**config.mk**
```make
export PLATFORM = sky130hd
export DESIGN_NAME = slc_line_top
export DESIGN_NICKNAME = d
export VERILOG_FILES = /design/src/slc_pkg.sv /design/src/slc_brg.sv /design/src/slc_line_top.sv
export SDC_FILE = /design/constraint.sdc
export NUM_CORES = 1
export LEC_CHECK = 0
export BUFFER_PORTS_ARGS = -buffer_cell sky130_fd_sc_hd__buf_2
export CORE_MARGIN = 4
export CORE_UTILIZATION = 45
export CTS_CLUSTER_SIZE = 40
export DETAILED_ROUTE_END_ITERATION = 10
export SLEW_MARGIN = 10
export SYNTH_ARGS = -nofsm -noshare
export SYNTH_HDL_FRONTEND = slang
export SYNTH_SLANG_ARGS = --single-unit
```
**constraint.sdc**
```tcl
create_clock -name ref_clk -period 4.1 [get_ports ref_clk]
set_input_delay 0.615 -clock ref_clk [delete_from_list [all_inputs] [get_ports ref_clk]]
set_output_delay 0.615 -clock ref_clk [all_outputs]
set_load 0.1 [all_outputs]
```
**src/slc_pkg.sv**
```systemverilog
package slc_pkg;
  // ----------------------------------------
  // Line codes
  // ----------------------------------------
  localparam int          CODE_W      = 3;
  localparam logic [2:0]  CODE_NRZ    = 3'h0;
  localparam logic [2:0]  CODE_INV    = 3'h1;  // inverted_level_coding
  localparam logic [2:0]  CODE_NRZI_M = 3'h2;
  localparam logic [2:0]  CODE_NRZI_S = 3'h3;
  localparam logic [2:0]  CODE_BPM    = 3'h4;
  localparam logic [2:0]  CODE_BPS    = 3'h5;
  localparam logic [2:0]  CODE_BPL    = 3'h6;
  localparam logic [2:0]  CODE_DBL    = 3'h7;
  // ----------------------------------------
  // Clock sources
  // ----------------------------------------
  localparam int          SRC_W       = 4;
  localparam int          SRC_NUM     = 9;
  localparam logic [3:0]  SRC_OFF     = 4'h0;
  localparam logic [3:0]  SRC_BRG0    = 4'h1;
  localparam logic [3:0]  SRC_BRG1    = 4'h2;
  localparam logic [3:0]  SRC_CLOCK_RECOVERY_LOOP    = 4'h3;
  localparam logic [3:0]  SRC_TXPIN   = 4'h4;
  localparam logic [3:0]  SRC_RXPIN   = 4'h5;
  localparam logic [3:0]  SRC_AUX0    = 4'h6;
  localparam logic [3:0]  SRC_AUX1    = 4'h7;
  localparam logic [3:0]  SRC_PS0     = 4'h8;
  localparam logic [3:0]  SRC_PS1     = 4'h9;
  // ----------------------------------------
  // Baud rate generator, prescaler, loop
  // ----------------------------------------
  localparam int          TC_W        = 16;
  localparam int          PS_W        = 5;
  localparam int          PS_BIT_BASE = 1;     // Bit 1 divides by 4
  localparam int          DP_W        = 6;
  localparam logic [5:0]  DP_BASE_N   = 6'h08; // Rate 0 is 8x
  localparam logic [1:0]  DP_ADJ_NONE = 2'h0;
  localparam logic [1:0]  DP_ADJ_LONG = 2'h1;
  localparam logic [1:0]  DP_ADJ_SHORT = 2'h2;
  // ----------------------------------------
  // Time slot assigner
  // ----------------------------------------
  localparam int          TSA_SLOT_W  = 7;
  localparam int          TSA_NUM_W   = 4;
  localparam int          TSA_OFS_W   = 3;
  localparam int          TSA_BIT_W   = 11;
  localparam int          TSA_SLOT_LSB = 3;    // Eight bits per slot
  localparam logic        LINE_IDLE   = 1'b1;
endpackage

```
**src/slc_brg.sv**
```systemverilog
`timescale 1ns/100ps
module slc_brg (
  input  wire logic                     ref_clk,
  input  wire logic                     srst,
  input  wire logic                     in_lvl,
  input  wire logic                     in_tick,
  input  wire logic                     enable,
  input  wire logic                     auto_reload,
  input  wire logic [slc_pkg::TC_W-1:0] tc,
  output logic                          out_q
);
  logic [slc_pkg::TC_W-1:0] cnt_q;
  logic [slc_pkg::TC_W-1:0] tcl_q;
  logic [slc_pkg::TC_W-1:0] nxt;
  logic [slc_pkg::TC_W-1:0] half;
  logic                     done_q;
  logic                     step;

  assign step = enable && in_tick && !done_q;
  assign nxt  = (cnt_q == '0) ? tc : cnt_q - 1'b1;
  // Rounded-up half keeps two toggles per period for odd constants
  assign half = slc_pkg::TC_W'((17'(tcl_q) + 17'h00001) >> 1);

  // ----------------------------------------
  // Counter
  // ----------------------------------------
  // New constant only reaches the counter at a load
  always_ff @(posedge ref_clk) begin
    if (srst) begin
      cnt_q  <= '0;
      tcl_q  <= '0;
      done_q <= 1'b0;
    end else if (!enable) begin
      cnt_q  <= tc;
      tcl_q  <= tc;
      done_q <= 1'b0;
    end else if (step) begin
      if (cnt_q == '0) begin
        if (auto_reload) begin
          cnt_q <= tc;
          tcl_q <= tc;
        end else begin
          done_q <= 1'b1;
        end
      end else begin
        cnt_q <= cnt_q - 1'b1;
      end
    end
  end

  // ----------------------------------------
  // Output
  // ----------------------------------------
  always_ff @(posedge ref_clk) begin
    if (srst || !enable) begin
      out_q <= 1'b0;
    end else if (tcl_q == '0) begin
      out_q <= in_lvl && !done_q;
    end else if (step && (cnt_q != '0 || auto_reload) && (nxt == '0 || nxt == half)) begin
      out_q <= ~out_q;
    end
  end
endmodule

```
**src/slc_line_top.sv**
```systemverilog
`timescale 1ns/100ps
module slc_line_top (
  input  wire logic                          ref_clk,
  input  wire logic                          srst,
  input  wire logic                          rxd_pin,
  input  wire logic                          tx_clock_pin_i,
  input  wire logic                          rx_clock_pin_i,
  input  wire logic                          aux_pin_zero,
  input  wire logic                          aux_pin_one,
  input  wire logic                          frame_sync,
  input  wire logic                          tx_bit,
  input  wire logic [slc_pkg::CODE_W-1:0]    tx_code,
  input  wire logic [slc_pkg::CODE_W-1:0]    rx_code,
  input  wire logic [slc_pkg::SRC_W-1:0]     tx_clk_src,
  input  wire logic [slc_pkg::SRC_W-1:0]     rx_clk_src,
  input  wire logic [slc_pkg::SRC_W-1:0]     tx_pin_out_src,
  input  wire logic [slc_pkg::SRC_W-1:0]     rx_pin_out_src,
  input  wire logic [slc_pkg::SRC_W-1:0]     brg0_src,
  input  wire logic [slc_pkg::SRC_W-1:0]     brg1_src,
  input  wire logic [slc_pkg::SRC_W-1:0]     clock_recovery_loop_src,
  input  wire logic [1:0]                    brg_enable,
  input  wire logic [1:0]                    brg_auto_reload,
  input  wire logic [slc_pkg::TC_W-1:0]      brg0_tc,
  input  wire logic [slc_pkg::TC_W-1:0]      brg1_tc,
  input  wire logic [1:0]                    ps_in_sel,
  input  wire logic [1:0]                    ps0_div,
  input  wire logic [1:0]                    ps1_div,
  input  wire logic [1:0]                    clock_recovery_loop_rate,
  input  wire logic                          tsa_enable,
  input  wire logic [slc_pkg::TSA_SLOT_W-1:0] tsa_first_slot,
  input  wire logic [slc_pkg::TSA_NUM_W-1:0] tsa_num_slots,
  input  wire logic [slc_pkg::TSA_OFS_W-1:0] tsa_offset,
  input  wire logic                          local_loopback,
  input  wire logic                          auto_echo,
  output logic                               txd_q,
  output logic                               tx_clock_pin_o_q,
  output logic                               tx_clock_pin_oe_q,
  output logic                               rx_clock_pin_o_q,
  output logic                               rx_clock_pin_oe_q,
  output logic                               tx_bit_take_q,
  output logic                               rx_bit_q,
  output logic                               rx_bit_valid_q,
  output logic                               tsa_gate_q,
  output logic                               clock_recovery_loop_clk_q
);
  // ----------------------------------------
  // Clock selection
  // ----------------------------------------
  function automatic logic sel_clk(input logic [slc_pkg::SRC_W-1:0] src,
                                   input logic [slc_pkg::SRC_NUM-1:0] lvls);
    logic r;
    r = 1'b0;
    if (src != slc_pkg::SRC_OFF && src <= slc_pkg::SRC_W'(slc_pkg::SRC_NUM)) begin
      r = lvls[src - 4'h1];
    end
    return r;
  endfunction

  logic [1:0]                  brg_out;
  logic [slc_pkg::PS_W-1:0]    ps0_cnt_q;
  logic [slc_pkg::PS_W-1:0]    ps1_cnt_q;
  logic                        ps0_lvl;
  logic                        ps1_lvl;
  logic [slc_pkg::SRC_NUM-1:0] lvls;
  logic                        tx_lvl;
  logic                        rx_lvl;
  logic                        b0_lvl;
  logic                        b1_lvl;
  logic                        dp_lvl;
  logic                        tx_prev_q;
  logic                        rx_prev_q;
  logic                        b0_prev_q;
  logic                        b1_prev_q;
  logic                        dp_prev_q;
  logic                        ps_prev_q;
  logic                        tx_rise;
  logic                        tx_fall;
  logic                        rx_rise;
  logic                        rx_fall;

  assign ps0_lvl = ps0_cnt_q[slc_pkg::PS_BIT_BASE + int'(ps0_div)];
  assign ps1_lvl = ps1_cnt_q[slc_pkg::PS_BIT_BASE + int'(ps1_div)];
  assign lvls    = {ps1_lvl, ps0_lvl, aux_pin_one, aux_pin_zero, rx_clock_pin_i,
                    tx_clock_pin_i, clock_recovery_loop_clk_q, brg_out};
  assign tx_lvl  = sel_clk(tx_clk_src, lvls);
  assign rx_lvl  = sel_clk(rx_clk_src, lvls);
  assign b0_lvl  = sel_clk(brg0_src, lvls);
  assign b1_lvl  = sel_clk(brg1_src, lvls);
  assign dp_lvl  = sel_clk(clock_recovery_loop_src, lvls);
  assign tx_rise = tx_lvl && !tx_prev_q;
  assign tx_fall = !tx_lvl && tx_prev_q;
  assign rx_rise = rx_lvl && !rx_prev_q;
  assign rx_fall = !rx_lvl && rx_prev_q;

  always_ff @(posedge ref_clk) begin
    if (srst) begin
      tx_prev_q <= 1'b0;
      rx_prev_q <= 1'b0;
      b0_prev_q <= 1'b0;
      b1_prev_q <= 1'b0;
      dp_prev_q <= 1'b0;
    end else begin
      tx_prev_q <= tx_lvl;
      rx_prev_q <= rx_lvl;
      b0_prev_q <= b0_lvl;
      b1_prev_q <= b1_lvl;
      dp_prev_q <= dp_lvl;
    end
  end

  // Pin drivers: enable only while a source is picked
  always_ff @(posedge ref_clk) begin
    if (srst) begin
      tx_clock_pin_o_q  <= 1'b0;
      tx_clock_pin_oe_q <= 1'b0;
      rx_clock_pin_o_q  <= 1'b0;
      rx_clock_pin_oe_q <= 1'b0;
    end else begin
      tx_clock_pin_o_q  <= sel_clk(tx_pin_out_src, lvls);
      tx_clock_pin_oe_q <= tx_pin_out_src != slc_pkg::SRC_OFF;
      rx_clock_pin_o_q  <= sel_clk(rx_pin_out_src, lvls);
      rx_clock_pin_oe_q <= rx_pin_out_src != slc_pkg::SRC_OFF;
    end
  end

  // ----------------------------------------
  // Prescalers
  // ----------------------------------------
  // Both share one edge detector on the chosen aux pin
  logic ps_in;
  assign ps_in = ps_in_sel[0] ? aux_pin_one : aux_pin_zero;
  always_ff @(posedge ref_clk) begin
    if (srst) begin
      ps_prev_q <= 1'b0;
      ps0_cnt_q <= '0;
      ps1_cnt_q <= '0;
    end else begin
      ps_prev_q <= ps_in;
      if (ps_in && !ps_prev_q) begin
        ps0_cnt_q <= ps0_cnt_q + 1'b1;
        if (ps_in_sel[1]) begin
          ps1_cnt_q <= ps1_cnt_q + 1'b1;
        end
      end
    end
  end

  // ----------------------------------------
  // Baud rate generators
  // ----------------------------------------
  slc_brg u_brg0 (
    .ref_clk     (ref_clk),
    .srst        (srst),
    .in_lvl      (b0_lvl),
    .in_tick     (b0_lvl && !b0_prev_q),
    .enable      (brg_enable[0]),
    .auto_reload (brg_auto_reload[0]),
    .tc          (brg0_tc),
    .out_q       (brg_out[0])
  );
  slc_brg u_brg1 (
    .ref_clk     (ref_clk),
    .srst        (srst),
    .in_lvl      (b1_lvl),
    .in_tick     (b1_lvl && !b1_prev_q),
    .enable      (brg_enable[1]),
    .auto_reload (brg_auto_reload[1]),
    .tc          (brg1_tc),
    .out_q       (brg_out[1])
  );

  // ----------------------------------------
  // Clock recovery loop
  // ----------------------------------------
  logic                     rx_line;
  logic                     rx_line_prev_q;
  logic [slc_pkg::DP_W-1:0] dp_n;
  logic [slc_pkg::DP_W-1:0] dp_lim;
  logic [slc_pkg::DP_W-1:0] dp_cnt_q;
  logic [1:0]               dp_adj_q;

  assign rx_line = local_loopback ? txd_q : rxd_pin;
  assign dp_n    = slc_pkg::DP_BASE_N << clock_recovery_loop_rate;
  assign dp_lim  = (dp_adj_q == slc_pkg::DP_ADJ_LONG)  ? dp_n :
                   (dp_adj_q == slc_pkg::DP_ADJ_SHORT) ? dp_n - 6'h02 : dp_n - 6'h01;

  always_ff @(posedge ref_clk) begin
    if (srst) begin
      dp_cnt_q       <= '0;
      dp_adj_q       <= slc_pkg::DP_ADJ_NONE;
      clock_recovery_loop_clk_q     <= 1'b0;
      rx_line_prev_q <= slc_pkg::LINE_IDLE;
    end else begin
      rx_line_prev_q <= rx_line;
      if (dp_lvl && !dp_prev_q) begin
        if (dp_cnt_q >= dp_lim) begin
          dp_cnt_q <= '0;
          dp_adj_q <= slc_pkg::DP_ADJ_NONE;
        end else begin
          dp_cnt_q <= dp_cnt_q + 1'b1;
        end
        clock_recovery_loop_clk_q <= dp_cnt_q < (dp_n >> 1);
      end
      // Late edge lengthens, early edge shortens, the current cycle only
      if (rx_line != rx_line_prev_q && dp_cnt_q != '0 && clock_recovery_loop_src != slc_pkg::SRC_OFF) begin
        dp_adj_q <= (dp_cnt_q < (dp_n >> 1)) ? slc_pkg::DP_ADJ_LONG : slc_pkg::DP_ADJ_SHORT;
      end
    end
  end

  // ----------------------------------------
  // Encoder
  // ----------------------------------------
  logic enc_q;
  logic dbl_dir_q;
  logic enc_d;
  logic dbl_dir_d;

  always_comb begin
    enc_d     = enc_q;
    dbl_dir_d = dbl_dir_q;
    if (tx_rise) begin
      case (tx_code)
        slc_pkg::CODE_NRZ:    enc_d = tx_bit;
        slc_pkg::CODE_INV:    enc_d = !tx_bit;
        slc_pkg::CODE_NRZI_M: enc_d = enc_q ^ tx_bit;
        slc_pkg::CODE_NRZI_S: enc_d = enc_q ^ !tx_bit;
        slc_pkg::CODE_BPM:    enc_d = !enc_q;
        slc_pkg::CODE_BPS:    enc_d = !enc_q;
        slc_pkg::CODE_BPL:    enc_d = tx_bit;
        slc_pkg::CODE_DBL: begin
          dbl_dir_d = enc_q ^ tx_bit;
          enc_d     = !(enc_q ^ tx_bit);
        end
        default:              enc_d = enc_q;
      endcase
    end else if (tx_fall) begin
      case (tx_code)
        slc_pkg::CODE_BPM: enc_d = enc_q ^ tx_bit;
        slc_pkg::CODE_BPS: enc_d = enc_q ^ !tx_bit;
        slc_pkg::CODE_BPL: enc_d = !enc_q;
        slc_pkg::CODE_DBL: enc_d = dbl_dir_q;
        default:           enc_d = enc_q;
      endcase
    end
  end

  // Bit must stay steady through the cell for mid-cell codes
  always_ff @(posedge ref_clk) begin
    if (srst) begin
      enc_q         <= slc_pkg::LINE_IDLE;
      dbl_dir_q     <= 1'b0;
      tx_bit_take_q <= 1'b0;
      txd_q         <= slc_pkg::LINE_IDLE;
    end else begin
      enc_q         <= enc_d;
      dbl_dir_q     <= dbl_dir_d;
      tx_bit_take_q <= tx_rise;
      txd_q         <= auto_echo ? rxd_pin : enc_d;
    end
  end

  // ----------------------------------------
  // Decoder and slot window
  // ----------------------------------------
  logic                          h1_q;
  logic                          h2_prev_q;
  logic                          dec;
  logic [slc_pkg::TSA_BIT_W-1:0] tsa_bit_q;
  logic [slc_pkg::TSA_OFS_W-1:0] tsa_dly_q;
  logic                          fs_prev_q;
  logic                          in_win;
  logic [slc_pkg::TSA_BIT_W-1:0] slot;

  always_comb begin
    case (rx_code)
      slc_pkg::CODE_NRZ:    dec = rx_line;
      slc_pkg::CODE_INV:    dec = !rx_line;
      slc_pkg::CODE_NRZI_M: dec = rx_line ^ h2_prev_q;
      slc_pkg::CODE_NRZI_S: dec = !(rx_line ^ h2_prev_q);
      slc_pkg::CODE_BPM:    dec = h1_q ^ rx_line;
      slc_pkg::CODE_BPS:    dec = !(h1_q ^ rx_line);
      slc_pkg::CODE_BPL:    dec = h1_q;
      slc_pkg::CODE_DBL:    dec = rx_line ^ h2_prev_q;
      default:              dec = rx_line;
    endcase
  end

  assign slot   = tsa_bit_q >> slc_pkg::TSA_SLOT_LSB;
  assign in_win = tsa_dly_q == '0 && tsa_num_slots != '0 &&
                  slot >= slc_pkg::TSA_BIT_W'(tsa_first_slot) &&
                  slot < slc_pkg::TSA_BIT_W'(tsa_first_slot) + slc_pkg::TSA_BIT_W'(tsa_num_slots);

  always_ff @(posedge ref_clk) begin
    if (srst) begin
      h1_q           <= slc_pkg::LINE_IDLE;
      h2_prev_q      <= slc_pkg::LINE_IDLE;
      rx_bit_q       <= 1'b0;
      rx_bit_valid_q <= 1'b0;
    end else begin
      rx_bit_valid_q <= rx_rise && (!tsa_enable || in_win);
      if (rx_fall) begin
        h1_q <= rx_line;
      end
      if (rx_rise) begin
        h2_prev_q <= rx_line;
        rx_bit_q  <= dec;
      end
    end
  end

  // Slot position counted in receive bit cells after the delay
  always_ff @(posedge ref_clk) begin
    if (srst) begin
      fs_prev_q  <= 1'b0;
      tsa_bit_q  <= '0;
      tsa_dly_q  <= '0;
      tsa_gate_q <= 1'b0;
    end else begin
      fs_prev_q  <= frame_sync;
      tsa_gate_q <= tsa_enable && in_win;
      if (frame_sync && !fs_prev_q) begin
        tsa_bit_q <= '0;
        tsa_dly_q <= tsa_offset;
      end else if (rx_rise) begin
        if (tsa_dly_q != '0) begin
          tsa_dly_q <= tsa_dly_q - 1'b1;
        end else if (tsa_bit_q != '1) begin
          tsa_bit_q <= tsa_bit_q + 1'b1;
        end
      end
    end
  end
endmodule

```
* Word level (Yosys, flattened, before mapping)
Cells that the tools add are included.
Word-level totals: register bits 122, input port bits 104
Cells by class: equality and inequality tests 28, shifts and indexed selects 1, order comparisons 20, multiplexer cells 63, bitwise gates (word level) 13, add/sub/neg operators 21, reductions and logical operators 106
Operators with widths (number):
- 16-bit 2-to-1 mux | 16
- 16-bit zero test | 6
- 4-bit by 5-bit less-than comparator with 1-bit output, second input constant | 7
- 16-bit by 1-bit adder with 17-bit output, second input constant | 2
- 1-bit logical AND | 33
- 16-bit equality test | 2
- 16-bit nonzero test | 2
- 4-bit nonzero test | 8
- 16-bit by 1-bit subtractor with 16-bit output, second input constant | 2
- 1-bit binary-select mux with 4-bit select | 7
- 4-bit <= comparator, second input constant | 7
- 4-bit by 1-bit subtractor with 4-bit output, second input constant | 7
- 1-bit 2-to-1 mux | 25
- 3-bit equality test, second input constant | 8
- 1-bit zero test | 20
- 6-bit 2-to-1 mux | 3
- 2-bit OR reduction | 8
- 3-bit AND reduction | 5
- 3-bit by 2-bit equality test with 1-bit output, second input constant | 4
- 2-bit by 1-bit != test with 1-bit output, second input constant | 6
- 2-bit AND reduction | 6
- 2-bit nonzero test | 6
- 11-bit by 1-bit adder with 11-bit output, second input constant | 1
- 11-bit != test, second input constant | 1
- 30 further kinds | 60

* Logic depth before layout (Yosys ltp)
depth in word-level cells 14, depth in mapped cells 14, gate-level depth less buffers 12

* Modules after synthesis
From an unflattened synthesis, not the netlist that was laid out.
Second synthesis, totals: cell total of the unflattened synthesis 1230, area total of the unflattened synthesis 9850.7 um^2
Modules (own cells, without submodules):
- slc_brg | instances 2, area an instance 2671.3 um^2, cells each 350, seq. area each 680.7 um^2
- slc_line_top | instances 1, area an instance 4508.1 um^2, cells each 530, seq. area each 1081.0 um^2

* Worst setup path before layout
No wires, ideal clock.
kind in2reg, from input ps0_div[0], to register u_brg0.tcl_q[10] (netlist name), library setup time 0.128 ns, path buffers 2, cell stages on the path 12, arrival time 3.447 ns, slack 0.526 ns, path through ha_1 mux2_2 a22oi_1 nand2_1 mux4_2 a22oi_1 nor2_1 a21boi_1 buf_4 buf_4 mux2i_1 nor2_1
On the way: word-level cells in the longest chain between the ends 12
Ends and longest elaborated chain:
- start, declared | line slc_line_top.sv:26 | input wire logic [1:0] ps0_div,
- 1-bit by 2-bit adder with 3-bit output | line slc_line_top.sv:81 | assign ps0_lvl = ps0_cnt_q[slc_pkg::PS_BIT_BASE + int'(ps0_div)];
- 1-bit binary-select mux with 3-bit select | line slc_line_top.sv:81
- 1-bit 2-to-1 mux (not written as such) (2 in a row) | line slc_line_top.sv:81
- 1-bit binary-select mux with 4-bit select | line slc_line_top.sv:54 | r = lvls[src - 4'h1];
- 1-bit 2-to-1 mux (not written as such) | line slc_line_top.sv:54
- 1-bit 2-to-1 mux | line slc_line_top.sv:53 | if (src != slc_pkg::SRC_OFF && src <= slc_pkg::SRC_W'(slc_pkg::SRC_NUM)) begin
- 1-bit logical AND | line slc_line_top.sv:155 | .in_tick (b0_lvl && !b0_prev_q),
- 1-bit logical AND (2 in a row) | line slc_brg.sv:19 | assign step = enable && in_tick && !done_q;
- 2-bit by 1-bit != test with 1-bit output (no line)
- 3-bit AND reduction (no line)
- end signal, assigned | line slc_brg.sv:35 | tcl_q <= tc;
- end signal, assigned | line slc_brg.sv:41 | tcl_q <= tc;
- end, declared | line slc_brg.sv:13 | logic [slc_pkg::TC_W-1:0] tcl_q;
Every way passes these cells. The select of a mux whose other input is x is not followed. A chain may end at the register's enable or synchronous reset.

* Worst setup path after layout
from register u_brg1.cnt_q[0] (netlist name), to register u_brg1.out_q
On the way: word-level cells in the longest chain between the ends 6, elaborated cells between the ends (all ways) 11, classes of those cells 1 x add/sub; 1 x eq/ne; 1 x mux; 8 x reduce/logical
Ends and longest elaborated chain:
- start, declared | line slc_brg.sv:12 | logic [slc_pkg::TC_W-1:0] cnt_q;
- start signal, assigned | line slc_brg.sv:34 | cnt_q <= tc;
- start signal, assigned | line slc_brg.sv:40 | cnt_q <= tc;
- start signal, assigned | line slc_brg.sv:46 | cnt_q <= cnt_q - 1'b1;
- 16-bit by 1-bit subtractor with 16-bit output or 16-bit zero test (tied branches) | line slc_brg.sv:20 | assign nxt = (cnt_q == '0) ? tc : cnt_q - 1'b1;
- 16-bit 2-to-1 mux | line slc_brg.sv:20
- 16-bit equality test or 16-bit zero test (tied branches) | line slc_brg.sv:59 | end else if (step && (cnt_q != '0 || auto_reload) && (nxt == '0 || nxt == half)) begin
- 1-bit logical OR | line slc_brg.sv:59
- 1-bit logical AND * | line slc_brg.sv:59
- 2-bit nonzero test (no line) *
- end signal, assigned | line slc_brg.sv:58 | out_q <= in_lvl && !done_q;
- end signal, assigned | line slc_brg.sv:60 | out_q <= ~out_q;
- end, declared | line slc_brg.sv:10 | output logic out_q
Mark *: on every way between the ends. The rest lies on a longest branch, timed or not.

==> impl_metrics.json <==
{
  "antenna_found_initial": 1,
  "fin_tns_setup_ps": 0,
  "cp_top_family": "simple AND/OR/NAND/NOR gates",
  "vias_per_cell": 5.74,
  "async_flop_share_pct": 0,
  "ys.flop_type": "dfxtp_1",
  "first_global_vias": 8492,
  "setup_violations": 0,
  "num_vias": 9232,
  "drc": 0,
  "final_net_count": 1484,
  "hold_viol": 0,
  "post-place-ws_ps": 463,
  "ant_nets": 0,
  "ir_worst_vdd_mv": 0.228,
  "clockBufferDepth": 2,
  "synth_top_area_share_pct": 25.0,
  "synth_cell_type_count": 85,
  "worstMarginPinSlew_ps": 757,
  "ys_seq_elements": 122,
  "wirelength_mm": 26.0,
  "core_area_mm2": 0.0212,
  "fin_crit_sh_pct": 88.7,
  "grt_pass1_wl_mm": 42.4,
  "cp_common_cell": "a41oi_1",
  "area_delta_synth_final_pct": 15.0,
  "final_common_cell": "nor2_1",
  "timing.hold.ws_ps": 388,
  "fin_worst_skew_ps": 7.16,
  "drive_above_1_share_pct": 16.1,
  "syn_nets": 1387,
  "period_minus_slack_ps": 3640,
  "port_buffers": 113,
  "max_stage_delay_ps": 560,
  "setup_slack_ps": 463,
  "crit_chain": "inv_1 > ha_1 > nor3b_1 > nand4_2 > buf_4 > nor2_1 > a31oi_1 > or4b_1 > a41oi_1 > a41oi_1 > or3_1 > a311oi_1",
  "start_util_pct": 46.1,
  "io_pins": 114,
  "cp-startpoint": "u_brg1.cnt_q[0]$_SDFFE_PP0P_",
  "yosysSeqAreaShare_pct": 25.0,
  "arrival_ps": 3970,
  "syn_area_per_cell_um2": 8.00,
  "leakage_uw": 0.00476,
  "cts_tree": "yes",
  "clock-root-buffer": "clkbuf_16",
  "maxCapViolations": 0,
  "grtUsageTotal_pct": 21.2,
  "rsz0062_at_grt": "false",
  "r2r_slack_ps": 460,
  "crit_fanout": 21,
  "critPathLaunchType": "flip-flop",
  "place.gp.congestion": 0.863,
  "power_uw": 3850,
  "firstDrtPassIters": 6,
  "routedWlPerCell_um": 16.2,
  "die_w_um": 155,
  "final_cell_mix": "153 x nor2_1, 122 x dfxtp_1, 112 x buf_2",
  "ys_top_cells_by_area": "dfxtp_1 25%, ha_1 7.7%, mux2i_1 6.8%, nor2_1 5.9%, xnor2_1 4.2%",
  "min_from": "tsa_enable",
  "std_cell_rows": 53,
  "clock_sinks": 122,
  "ys_warn_count": 0,
  "fmax_mhz": 275,
  "drtIter0Drc": 673,
  "slowest_stage": "or4b_1",
  "cts_resized": 0,
  "grt_overflow": 0,
  "cts_made_buffers": 17,
  "path_clk_slew_ps": 60,
  "dieArea_mm2": 0.0241,
  "maxSlewViolCount": 0,
  "hold_path.class": "input port to flip-flop",
  "worstReg2RegStart": "u_brg1.cnt_q[0]$_SDFFE_PP0P_",
  "hold_buffers": 0,
  "syn_area_mm2": 0.00978,
  "synth_top_cell_by_area": "dfxtp_1",
  "postCtsSetupBuffers": 0,
  "grt_max_degree": 71,
  "powerDensity_mw_per_mm2": 343,
  "max_slew_margin_pct": 49.5,
  "cp.buffers_inverters": 2,
  "htreeDepth": 4,
  "clk_latency_ps": 430,
  "end_kind": "flip-flop",
  "synth_edf_count": 0,
  "place_hpwl_mm": 19.3,
  "die_height_um": 155,
  "nFillCells": 2101,
  "cp_data_required_time_ps": 4430,
  "outcome": "finished clean",
  "synth_cells": 1222,
  "worst-setup-path-type": "flip-flop to flip-flop"
}
## worst paths after layout
| path | endpoint | depth (start not counted) |
|---|---|---|
| worst min register to register | dp_adj_q[0]$_SDFFE_PP0P_ | 2 |
| worst min-delay path | rx_bit_valid_q$_SDFF_PP0_ | 2 |
| worst max register to register | u_brg1.out_q$_SDFFE_PP0P_ | 12 |
| worst max-delay path | u_brg1.out_q$_SDFFE_PP0P_ | 12 |
## power breakdown
| group | switching [uW] | internal (uW) | total, uW |
|---|---|---|---|
| combinational | 556 | 412 | 968 |
| sequential | 84.4 | 1250 | 1330 |
| clock | 598 | 955 | 1550 |
| total | 1240 | 2620 | 3850 |
## metal layers
metal / wire length [um] / track usage, % / vias to the layer above / part of all wire [%]
li1: - / - / 4678 / -
met1: 12500 / 30.5 / 4296 / 48
met2: 11600 / 32.2 / 226 / 45
met3: 1350 / 3.56 / 32 / 5.2
met4: 466 / 6.79 / 0 / 1.8
met5: 0 / 0 / - / 0
## kinds of logic (layout without fill, tap and decap cells)
| kind of cell | Yosys count | after routing | share of synthesized area [%] |
|---|---|---|---|
| and+or+nand+nor | 475 | 475 | 25.0 |
| AOI/OAI and AO/OA | 268 | 268 | 18.7 |
| DFF | 122 | 122 | 25.0 |
| buffers and inverters | 120 | 229 | 4.86 |
| xor gates and xnor gates | 88 | 88 | 8.04 |
| muxes | 88 | 88 | 10.5 |
| adders and majority gates | 61 | 61 | 7.88 |
| other | 0 | 1 | 0 |
## cells in the mapped netlist (all sizes together) (5+ instances only)
cell      n
a211oi   20
a21o     18
a21oi    40
a22oi     6
a311oi   13
a31oi     9
and2     11
and3     20
and4      6
buf      13
clkbuf   45
dfxtp   122
ha       60
inv      62
mux2     11
mux2i    68
mux4      9
nand2    71
nand2b   20
nand3    38
nand4    30
nor2    153
nor2b     9
nor3     42
nor3b    10
nor4     20
nor4b     6
o211ai   11
o21a      5
o21ai    74
o22ai     5
o31ai    13
or2       6
or3      13
or4      12
xnor2    47
xor2     40
## worst reg2reg max path, stage by stage, from the launching register on
cell and delay, ps:
dfxtp_1 360, inv_1 150, ha_1 230, nor3b_1 350, nand4_2 350, buf_4 350
nor2_1 120, a31oi_1 120, or4b_1 560, a41oi_1 210, a41oi_1 80, or3_1 400
a311oi_1 270
## state kept, by name, summed over array words and instances, names as in the netlist, 2 cells and up
| register | count |
|---|---|
| u_brg1.tcl_q | 16 |
| tsa_dly_q | 3 |
| tsa_bit_q | 11 |
| dp_adj_q | 2 |
| ps0_cnt_q | 5 |
| dp_cnt_q | 6 |
| ps1_cnt_q | 5 |
| u_brg0.cnt_q | 16 |
| u_brg0.tcl_q | 16 |
| u_brg1.cnt_q | 16 |
## area by class of cell
type                    instances  area, um^2  area share (%)
multi-input cells             980        6880            61.2
flip-flops and latches        122        2440            21.7
repair buffers                136         741            6.59
well taps                     275         344            3.06
diodes                          1        2.50          0.0223
clock buffers                  17         425            3.78
inverters                      62         233            2.07
clock inverters                14         175            1.56
## per-stage QoR
| stage | area, um^2 | instances | utilization [%] |
|---|---|---|---|
| 6_report | 11200 | 1607 | 53.0 |
| 5_1_grt | 11200 | 1607 | 53.0 |
| 4_1_cts | 11200 | 1606 | 53.0 |
| 3_5_place_dp | 10600 | 1575 | 50.1 |
| 3_3_place_gp | 10600 | 1575 | 50.1 |
| 2_1_floorplan | 9780 | 1222 | - |
No activity file was read; power rests on OpenSTA's default activity.
